File: src/pkg/qdc_defines.svh
`ifndef QDC_DEFINES_SVH
`define QDC_DEFINES_SVH

// ************************************************************
// Frame layout
// ************************************************************
// Bits kept from one chip-select low period
`define QDC_FRAME_BITS 18
// Upper channel-select bit position
`define QDC_SEL_HI_POS 17
// Lower channel-select bit position
`define QDC_SEL_LO_POS 16
// Code field, most significant bit position
`define QDC_CODE_MSB 13
// Code field width
`define QDC_CODE_BITS 14
// Number of channels
`define QDC_CHANNELS 4

// ************************************************************
// Preset values, as 16-bit words left aligned
// ************************************************************
// Zero code word
`define QDC_ZERO_WORD 16'h0000
// Half-scale word
`define QDC_HALF_WORD 16'h8000

// ************************************************************
// Pin sampling and power-on timing
// ************************************************************
// Idle levels of the synchronised pins after reset
`define QDC_PIN_IDLE 6'h1A
// Cycles the power-on preset is held after reset release
`define QDC_POR_CYCLES 2'h3

`endif

File: src/pkg/qdc_pkg.sv
// ************************************************************
// Shared types of the serial load control
// ************************************************************
package qdc_pkg;

  // One channel code word
  typedef logic [13:0] qdc_code_t;

  // Channel numbering as carried in the select bits
  typedef enum logic [1:0] {
    QDC_CHAN_A = 2'h0,
    QDC_CHAN_B = 2'h1,
    QDC_CHAN_C = 2'h2,
    QDC_CHAN_D = 2'h3
  } qdc_chan_e;

endpackage : qdc_pkg

File: src/logic/qdc_serial_load.sv
`timescale 1ns/10ps
`include "qdc_defines.svh"

module qdc_serial_load (
  // Clock and reset
  input wire logic ref_clk,
  input wire logic sys_rst,
  // Serial link pins from the host
  input wire logic serial_clk,
  input wire logic chip_select_n,
  input wire logic serial_in,
  // Control pins
  input wire logic output_load_strobe_n,
  input wire logic register_preset_n,
  input wire logic preset_level,
  // Input rank contents
  output qdc_pkg::qdc_code_t input_code_a,
  output qdc_pkg::qdc_code_t input_code_b,
  output qdc_pkg::qdc_code_t input_code_c,
  output qdc_pkg::qdc_code_t input_code_d,
  // Output rank contents, feeding the converters
  output qdc_pkg::qdc_code_t dac_code_a,
  output qdc_pkg::qdc_code_t dac_code_b,
  output qdc_pkg::qdc_code_t dac_code_c,
  output qdc_pkg::qdc_code_t dac_code_d,
  // Preset currently forcing both ranks
  output logic preset_active
);

  // ************************************************************
  // Local types and helpers
  // ************************************************************

  // Width of the pin group passed through the synchroniser
  localparam int PINS = 6;

  // Preset word reduced to the code width (upper bits of the word)
  localparam qdc_pkg::qdc_code_t ZERO_CODE = 14'(`QDC_ZERO_WORD >> 2);
  localparam qdc_pkg::qdc_code_t HALF_CODE = 14'(`QDC_HALF_WORD >> 2);

  // One-hot channel decode of the two select bits
  function automatic logic [`QDC_CHANNELS-1:0] chan_decode(input logic [1:0] sel);
    logic [`QDC_CHANNELS-1:0] hot;
    hot = '0;
    case (qdc_pkg::qdc_chan_e'(sel))
      qdc_pkg::QDC_CHAN_A: hot = 4'h1;
      qdc_pkg::QDC_CHAN_B: hot = 4'h2;
      qdc_pkg::QDC_CHAN_C: hot = 4'h4;
      qdc_pkg::QDC_CHAN_D: hot = 4'h8;
      default: hot = 4'h0;
    endcase
    return hot;
  endfunction : chan_decode

  // ************************************************************
  // Pin synchronisation
  // ************************************************************

  // Raw and synchronised pin group
  logic [PINS-1:0] pins_raw;
  logic [PINS-1:0] pins_s;
  // Individual synchronised levels
  logic sclk_s;
  logic cs_n_s;
  logic sdi_s;
  logic output_load_strobe_n_n_s;
  logic preset_n_s;
  logic level_s;

  assign pins_raw = {preset_level, register_preset_n, output_load_strobe_n,
                     serial_in, chip_select_n, serial_clk};

  // Every pin is asynchronous to ref_clk, so all pass two flops
  qdc_sync #(
    .WIDTH(PINS),
    .IDLE(`QDC_PIN_IDLE)
  ) u_pin_sync (
    .ref_clk(ref_clk),
    .sys_rst(sys_rst),
    .async_in(pins_raw),
    .sync_out(pins_s)
  );

  assign sclk_s = pins_s[0];
  assign cs_n_s = pins_s[1];
  assign sdi_s = pins_s[2];
  assign output_load_strobe_n_n_s = pins_s[3];
  assign preset_n_s = pins_s[4];
  assign level_s = pins_s[5];

  // ************************************************************
  // Serial link: edge finding and shift register
  // ************************************************************

  // Previous synchronised levels, for edge finding
  logic sclk_prev_q;
  logic sclk_prev_d;
  logic cs_prev_q;
  logic cs_prev_d;
  // Serial shift register, newest bit at position 0
  logic [`QDC_FRAME_BITS-1:0] serial_shift_reg_q;
  logic [`QDC_FRAME_BITS-1:0] serial_shift_reg_d;
  // Edge strobes
  logic sclk_rise;
  logic cs_rise;

  // Next values of the link group
  always_comb begin
    sclk_rise = sclk_s & ~sclk_prev_q;
    cs_rise = cs_n_s & ~cs_prev_q;
    sclk_prev_d = sclk_s;
    cs_prev_d = cs_n_s;
    serial_shift_reg_d = serial_shift_reg_q;
    // Shift only on a clock rise with chip select low; older bits fall off the top
    if (!cs_n_s && sclk_rise) begin
      serial_shift_reg_d = {serial_shift_reg_q[`QDC_FRAME_BITS-2:0], sdi_s};
    end
  end

  // Link group registers; the shift register is never touched by the preset
  always_ff @(posedge ref_clk or posedge sys_rst) begin
    if (sys_rst) begin
      sclk_prev_q <= 1'b0;
      cs_prev_q <= 1'b1;
      serial_shift_reg_q <= '0;
    end else begin
      sclk_prev_q <= sclk_prev_d;
      cs_prev_q <= cs_prev_d;
      serial_shift_reg_q <= serial_shift_reg_d;
    end
  end

  // ************************************************************
  // Register ranks and preset
  // ************************************************************

  // Frame fields as they stand when chip select rises
  logic [1:0] channel_select;
  logic channel_select_hi;
  logic channel_select_lo;
  qdc_pkg::qdc_code_t code_bits;
  logic [`QDC_CHANNELS-1:0] chan_hot;
  // Power-on preset window counter
  logic [1:0] por_cnt_q;
  logic [1:0] por_cnt_d;
  // Preset forcing, and the value it forces
  logic force_preset;
  qdc_pkg::qdc_code_t preset_code;
  // Input and output ranks
  qdc_pkg::qdc_code_t in_q [`QDC_CHANNELS];
  qdc_pkg::qdc_code_t in_d [`QDC_CHANNELS];
  qdc_pkg::qdc_code_t dac_q [`QDC_CHANNELS];
  qdc_pkg::qdc_code_t dac_d [`QDC_CHANNELS];
  // Registered preset flag for the status port
  logic preset_q;

  // Fields of the last 18 bits; bits 15 and 14 are ignored
  assign channel_select_hi = serial_shift_reg_q[`QDC_SEL_HI_POS];
  assign channel_select_lo = serial_shift_reg_q[`QDC_SEL_LO_POS];
  assign channel_select = {channel_select_hi, channel_select_lo};
  assign code_bits = serial_shift_reg_q[`QDC_CODE_MSB:0];
  assign chan_hot = chan_decode(channel_select);

  // Next values of the ranks; the preset outranks everything else
  always_comb begin
    force_preset = ~preset_n_s | (por_cnt_q != 2'h0);
    preset_code = level_s ? HALF_CODE : ZERO_CODE;
    por_cnt_d = (por_cnt_q != 2'h0) ? por_cnt_q - 2'h1 : 2'h0;
    for (int ch = 0; ch < `QDC_CHANNELS; ch++) begin
      in_d[ch] = in_q[ch];
      dac_d[ch] = dac_q[ch];
      if (force_preset) begin
        // Both ranks held at the preset value; writes are dropped
        in_d[ch] = preset_code;
        dac_d[ch] = preset_code;
      end else begin
        // Only the addressed channel takes the code
        if (cs_rise && chan_hot[ch]) begin
          in_d[ch] = code_bits;
        end
        // Strobe low follows the input rank; high (or its rise) holds
        if (!output_load_strobe_n_n_s) begin
          dac_d[ch] = in_q[ch];
        end
      end
    end
  end

  // Rank registers; reset clears them and the power-on window then applies the level
  always_ff @(posedge ref_clk or posedge sys_rst) begin
    if (sys_rst) begin
      por_cnt_q <= `QDC_POR_CYCLES;
      preset_q <= 1'b1;
      for (int ch = 0; ch < `QDC_CHANNELS; ch++) begin
        in_q[ch] <= '0;
        dac_q[ch] <= '0;
      end
    end else begin
      por_cnt_q <= por_cnt_d;
      preset_q <= force_preset;
      for (int ch = 0; ch < `QDC_CHANNELS; ch++) begin
        in_q[ch] <= in_d[ch];
        dac_q[ch] <= dac_d[ch];
      end
    end
  end

  // ************************************************************
  // Outputs, all straight from flip-flops
  // ************************************************************

  assign input_code_a = in_q[0];
  assign input_code_b = in_q[1];
  assign input_code_c = in_q[2];
  assign input_code_d = in_q[3];
  assign dac_code_a = dac_q[0];
  assign dac_code_b = dac_q[1];
  assign dac_code_c = dac_q[2];
  assign dac_code_d = dac_q[3];
  assign preset_active = preset_q;

endmodule : qdc_serial_load

File: src/logic/qdc_sync.sv
`timescale 1ns/10ps

// ************************************************************
// Two-flop synchroniser for a group of pin levels
// ************************************************************
module qdc_sync #(
  parameter int WIDTH = 6,
  parameter logic [WIDTH-1:0] IDLE = '0
) (
  // Clock and reset
  input wire logic ref_clk,
  input wire logic sys_rst,
  // Raw pins
  input wire logic [WIDTH-1:0] async_in,
  // Synchronised levels
  output logic [WIDTH-1:0] sync_out
);

  // First stage, read only by the second stage
  logic [WIDTH-1:0] meta_q;
  // Second stage
  logic [WIDTH-1:0] sync_q;

  // Both stages reset to the idle pin levels so no false edge appears
  always_ff @(posedge ref_clk or posedge sys_rst) begin
    if (sys_rst) begin
      meta_q <= IDLE;
      sync_q <= IDLE;
    end else begin
      meta_q <= async_in;
      sync_q <= meta_q;
    end
  end

  assign sync_out = sync_q;

endmodule : qdc_sync

File: config.mk
export PLATFORM = sky130hd
export DESIGN_NAME = qdc_serial_load
export DESIGN_NICKNAME = d
export VERILOG_FILES = /design/src/pkg/qdc_pkg.sv /design/src/logic/qdc_serial_load.sv /design/src/logic/qdc_sync.sv
export VERILOG_INCLUDE_DIRS = /design/src /design/src/pkg
export SDC_FILE = /design/constraint.sdc
export NUM_CORES = 1
export LEC_CHECK = 0
export BUFFER_PORTS_ARGS = -buffer_cell sky130_fd_sc_hd__buf_2
export CAP_MARGIN = 0
export CELL_PAD_IN_SITES_DETAIL_PLACEMENT = 1
export CELL_PAD_IN_SITES_GLOBAL_PLACEMENT = 1
export CORE_ASPECT_RATIO = 0.6
export CORE_UTILIZATION = 42
export DETAILED_ROUTE_END_ITERATION = 10
export HOLD_SLACK_MARGIN = 0.12
export PLACE_DENSITY_LB_ADDON = 0.3
export SLEW_MARGIN = 20
export SYNTH_ARGS = -nofsm -noshare
export SYNTH_HDL_FRONTEND = slang
export SYNTH_HIERARCHICAL = 1
export SYNTH_SLANG_ARGS = --single-unit
export TNS_END_PERCENT = 100
File: constraint.sdc
create_clock -name ref_clk -period 4.87 [get_ports ref_clk]
set_input_delay 0.2435 -clock ref_clk [delete_from_list [all_inputs] [get_ports ref_clk]]
set_output_delay 0.2435 -clock ref_clk [all_outputs]
set_load 0.05 [all_outputs]
==> results.toml, run 1 <==
[route]
via_per_inst = 5.20
antenna_left = 0
drtPass1Iterations = 7
wl_met2_um = 6860
wl_um = 14800
highest-signal-layer = "met4"
met1_length_um = 7040
wl_met3_um = 790
drcViolationCount = 10
wl_per_cell_um = 18.7
drt_iter0_drc = 226
vias = 4126

[clock_tree]
clockRootBuffer = "clkbuf_16"
ctsResizeCount = 0
cts-buffers-inserted = 17
htreeDepth = 4
clock_path_buffers = 2
clk_pin_slew_ns = 0.06
tritoncts = "yes"
clk-insertion-delay-late_ns = 0.43
numClockSinks = 147

[critical_path]
cp_max_fo = 59
worstSetupEndpointType = "register"
r2r_slack_ns = 2.39
cp-start-kind = "register"
critPathTopFamily = "buffers and inverters"
ff2ff_path_depth = 4
crit_arrival_ns = 2.83
cp_slowest_cell = "clkinv_2"
max_stage_delay_ns = 0.64
crit_buf_inv = 2
rr_startpoint = "u_pin_sync/sync_out[4]"
crit_required_ns = 5.22
worstSetupPathType = "reg -> reg"
reg2reg_to = "input_code_a[8]"
crit_chain = "nor3b_4 -> clkinv_2 -> buf_4 -> a21oi_1"

[floorplan]
design.core.area_um2 = 13000
die-area_um2 = 14000
start_util_pct = 43.7
chipWidth_um = 152
dieHeight_um = 92.1
top_level_ports = 121
num_rows = 32

[global_routing]
antenna_found_initial = 0
grt_max_degree = 72
grt_pass1_vias = 4372
grt_pass1_wl_um = 24500
grtUsageTotal_pct = 23.1
grt_remaining_overflow = 0

[yosys]
syn-instance-count = 491
ys_types = 25
synth_seq_area_share_pct = 64.9
yosys_warnings = 6
synthesis.nets = 499
ys_ff_latch = 147
synth_area_leaders = "dfrtp_1 (60%), mux2i_1 (9.9%), nand2_1 (7.4%), a21oi_1 (4.9%), dfstp_2 (4.6%)"
synth_top_area_share_pct = 60.3
synth_top_area_cell = "dfrtp_1"
avgSynthCellArea_um2 = 11.6
syn-cell-area_um2 = 5680

[min_path]
whs_endpoint = "u_pin_sync/sync_out[0]"
whs_path_depth = 0
worstHoldStart = "u_pin_sync/meta_q[0]"
hold_path.class = "reg -> reg"

[layout]
syn2layout_area_growth_pct = 23.8
layout_commonest_cell = "dfrtp_1"
drive_gt1_share_pct = 30.2
post-route-util_pct = 54.1
finalNetCount = 618
diodes = 0
mostFrequentLayoutCells = "dfrtp_1 (137), buf_2 (120), nand2_1 (112)"
fill_cells = 1408

[sta]
rsz0062_at_grt = "no"
max_clock_freq_mhz = 403
slew_headroom_pct = 41.1
worst_pin_slew_ns = 0.884
min_period_ns = 2.48
hold_ws_ns = 0.348
period_share_pct = 51.0
slew_violations = 0
hold_viol = 0
skew_ns = 0.00973
finalSetupTns_ns = 0
finalSetupViolations = 0

[outcome]
violations = "DRC"
outcome = "finished with violations"

[power]
vdd_drop_max_uv = 231
p_leak_nw = 3.63
powerDensity_nw_per_um2 = 413

[placement]
finalWeightedCongestion = 0.763
dp_hpwl_um = 9360
numPortBuffers = 120

[job]
maxCapViolCount = 0
==> final cells by class <==
class	instances	area (um^2)	share of cell area (%)
Clock buffer	20	457	6.49
Clock inverter	12	131	1.87
Inverter	3	17.5	0.249
Multi-Input combinational cell	311	1830	26.0
Sequential cell	147	3690	52.5
Tap cell	170	213	3.02
Timing Repair Buffer	130	693	9.85
==> registers in the layout, summed over array words and instances (netlist names) <==
register	count
por_cnt_q	2
serial_shift_reg_q	18
dac_code_d	14
dac_code_a	14
preset_active	1
input_code_a	14
input_code_b	14
sclk_prev_q	1
dac_code_b	14
u_pin_sync/sync_out	6
input_code_c	14
input_code_d	14
cs_prev_q	1
dac_code_c	14
u_pin_sync/meta_q	6
==> worst max path at each step <==
stage          cells after the start                    from               to  slack, ns
2_1_floorplan                      1                 sys_rst    dac_code_a[0]       1.02
5_1_grt                            4  u_pin_sync/sync_out[4]  input_code_a[8]       2.17
3_3_place_gp                       4  u_pin_sync/sync_out[4]  input_code_a[6]       2.55
4_1_cts                            4  u_pin_sync/sync_out[4]  input_code_a[8]       2.35
3_5_place_dp                       4  u_pin_sync/sync_out[4]  input_code_a[7]       2.38
6_report                           4  u_pin_sync/sync_out[4]  input_code_a[8]       2.39
==> Yosys cell counts, drive strengths merged <==
master   count
or4b         1
nand2      112
nand4b       1
mux2        18
nor4b        1
mux2i       56
nor2b        1
and4bb       2
a31oi        4
nand4bb      2
buf         22
clkbuf       8
and2         1
dfstp       10
inv          3
and4b        1
a21oi       56
dfrtp      137
nor2        53
nor3b        2
==> where the power goes <==
group / internal, mW / switching, mW
combinational: 0.0698 / 0.135
sequential: 1.28 / 0.108
clock: 0.782 / 0.532
total: 2.13 / 0.775
==> routing by layer <==
layer / vias up / global-route usage (%)
li1: 1872 / -
met1: 2127 / 31.5
met2: 112 / 36.6
met3: 15 / 6.14
met4: 0 / 6.55
met5: - / 0
==> kinds of logic after synthesis <==
kind of cell    synth area share, %
mux                            13.4
compound gates                 5.37
flops                          64.9
simple gates                   13.3
buf+inv                        2.93
==> through the flow <==
step	setup WS [ns]	instances	total power, mW	cell area (um^2)
6_report	2.39	793	2.91	7040
5_1_grt	2.17	793	3.01	7040
4_1_cts	2.35	793	2.93	7040
3_5_place_dp	2.38	754	1.61	6380
3_3_place_gp	2.55	754	1.60	6380
2_1_floorplan	1.02	491	1.52	5680
==> timing repair <==
action / CTS / global route
hold buffers: 7 / 0
endpoints found under the setup margin: 0 / 0
setup buffers: 0 / 0
hold endpoints to repair: 79 / 0
Note: power is estimated with default switching activity, not from simulation.
==> run 2: changes to the inputs <==
ABC_AREA = 1   (was default)
CORE_UTILIZATION = 41   (was 42)
clock period = 2.3 ns   (was 4.87 ns; I/O delays follow)
==> run 2 against run 1 <==
  * The run now ends clean
  * Register-to-register slack got worse by 2.0 ns
  * Flip-flop and latch count did not move
  * Routed wire length is 16% higher
  * Area after synthesis rose by 0.79%
  * Die area up 3.2%
  * Clock skew up 0.0034 ns
  * Worst setup slack worse by 2.0 ns
  * Synthesized cell count is 27% higher
  * Core utilization down 1.4 points
  * Maximum frequency grew 29%
  * Critical path type unchanged
==> results.toml, run 2 <==
[yosys]
ys_types = 17
yosys-top-cells-count = "nand2_1 (252), dfrtp_1 (137), nand3_1 (58), a21oi_1 (52), inv_1 (30)"
avgSynthCellArea_um2 = 9.20
synth.most_common_cell = "nand2_1"
syn-cell-area_um2 = 5730
synth_seq_area_share_pct = 64.4
async_flop_share_pct = 100
synth-main-ff-cell = "dfrtp_1"
ys_ff_latch = 147
syn-instance-count = 623
synthesis.nets = 631
yosys_warnings = 6
synth_top_area_share_pct = 59.8
synth-edff-count = 0
synth_area_leaders = "dfrtp_1 (60%), nand2_1 (17%), nand3_1 (5.1%), dfstp_2 (4.6%), a21oi_1 (4.5%)"
synth_top_area_cell = "dfrtp_1"

[layout]
fin_cells = 934
top_register = "serial_shift_reg_q"
syn2layout_area_growth_pct = 25.2
largest_register_ff_count = 18
diodes = 0
finalNetCount = 754
mostFrequentLayoutCells = "nand2_1 (252), dfrtp_1 (137), buf_2 (120)"
fill_cells = 1564
drive_gt1_share_pct = 23.2
layout_commonest_cell = "nand2_1"

[floorplan]
chipWidth_um = 155
num_rows = 33
start_util_pct = 42.0
design.core.area_um2 = 13600
die-area_um2 = 14500
top_level_ports = 121
dieHeight_um = 93.6

[sta]
finalSetupTns_ns = 0
max_clock_freq_mhz = 520
finalSetupViolations = 0
slew_headroom_pct = 50.2
slew_violations = 0
skew_ns = 0.0131
period_share_pct = 83.6
worst_slack_ns = 0.377
rsz0062_at_grt = "no"
min_period_ns = 1.92
hold_ws_ns = 0.295
hold_viol = 0
worst_pin_slew_ns = 0.747

[route]
drcViolationCount = 0
wl_um = 17200
wl_per_cell_um = 18.4
via_per_inst = 5.16
vias = 4823
drt_iter0_drc = 332
antenna_left = 0
drtPass1Iterations = 4

[clock_tree]
clk_pin_slew_ns = 0.06
clk-insertion-delay-late_ns = 0.42
cts-buffers-inserted = 17
ctsResizeCount = 0
tritoncts = "yes"
htreeDepth = 4
clockRootBuffer = "clkbuf_16"
clock_path_buffers = 2
numClockSinks = 147

[power]
internal_power_mw = 4.82
powerDensity_nw_per_um2 = 916
p_switching_mw = 1.76
p_seq_share_pct = 43.0
vdd_drop_max_uv = 570
swShare_pct = 26.7
p_comb_share_pct = 11.3
power_mw = 6.57
p_leak_nw = 3.86
clkPwrFrac_pct = 45.7

[critical_path]
rr_startpoint = "u_pin_sync/sync_out[4]"
max_stage_delay_ns = 0.61
cp-startpoint = "u_pin_sync/sync_out[4]"
path_common_cell = "nand2_1"
worstSetupEndpointType = "register"
cp_slowest_cell = "dfstp_2"
crit_arrival_ns = 2.28
worstSetupPathType = "reg -> reg"
crit_chain = "nand2_4 -> buf_4 -> nor2_1 -> nand2_1 -> nand2_1"
cp-start-kind = "register"
cp_max_fo = 25
crit_required_ns = 2.66

[placement]
numPortBuffers = 120
dp_slack_ns = 0.479
dp_hpwl_um = 11100
dp.cells = 895
finalWeightedCongestion = 0.784

[global_routing]
grt_pass1_wl_um = 27400
grt_pass1_vias = 4942
grt_remaining_overflow = 0
grt_max_degree = 136
antenna_found_initial = 0
grtUsageTotal_pct = 25.5

[job]
maxCapViolCount = 0

[min_path]
hold_path.class = "in -> async"

[outcome]
outcome = "finished clean"
[run 2: layout make-up]
cell class	instances	area (um^2)	share of cell area (%)
flip-flops and latches	147	3690	51.4
well taps	175	219	3.05
clock inverters	8	150	2.09
inverters	31	120	1.67
repair buffers	140	781	10.9
clock buffers	24	492	6.85
multi-input cells	409	1720	24.0
[run 2: critical path, delay by kind of cell, from the launching register on]
kind	cells	cell delay, ns
buffers and inverters	1	0.29
flip-flops	1	0.61
AND/OR/NAND/NOR	4	0.95
[run 2: metal layers]
metal	routed length (um)	track usage, %	vias to the layer above
li1	-	-	2214
met1	7760	34.8	2454
met2	8180	41.3	140
met3	1100	4.91	15
met4	161	8.00	0
met5	0	0	-
[run 2: final timing paths]
| kind | slack [ns] | to | depth (start not counted) |
|---|---|---|---|
| setup / recovery | 0.38 | input_code_d[5] | 5 |
| hold / removal | 0.29 | u_pin_sync/sync_out[0] | 3 |
| setup reg to reg | 0.38 | input_code_d[5] | 5 |
| hold reg to reg | 0.36 | u_pin_sync/sync_out[4] | 0 |
| max in group asynchronous | 1.26 | input_code_d[11] | 4 |
| min in group ref_clk | 0.33 | u_pin_sync/meta_q[2] | 2 |
[run 2: repair_timing]
action | CTS | global route
hold buffers | 7 | 0
buffers inserted | 0 | 0
endpoints found under the hold margin | 149 | 0
[run 2: kinds of logic after synthesis]
group	synth area share [%]
and+or+nand+nor	24.2
DFF	64.4
AOI/OAI and AO/OA	5.85
buffers and inverters	5.50
[run 2: per-stage QoR]
step	area, um^2	utilization, %
6_report	7180	52.7
5_1_grt	7180	52.7
4_1_cts	7180	52.7
3_5_place_dp	6460	47.4
3_3_place_gp	6460	47.4
2_1_floorplan	5730	-
[run 2: power by group through the flow]
stage / registers (mW) / logic (mW) / clock network [mW]
6_report: 2.83 / 0.743 / 3.01
5_1_grt: 2.84 / 0.807 / 3.15
2_1_floorplan: 3.07 / 0.301 / 0
4_1_cts: 2.82 / 0.750 / 3.06
3_3_place_gp: 2.86 / 0.708 / 0
3_5_place_dp: 2.87 / 0.731 / 0
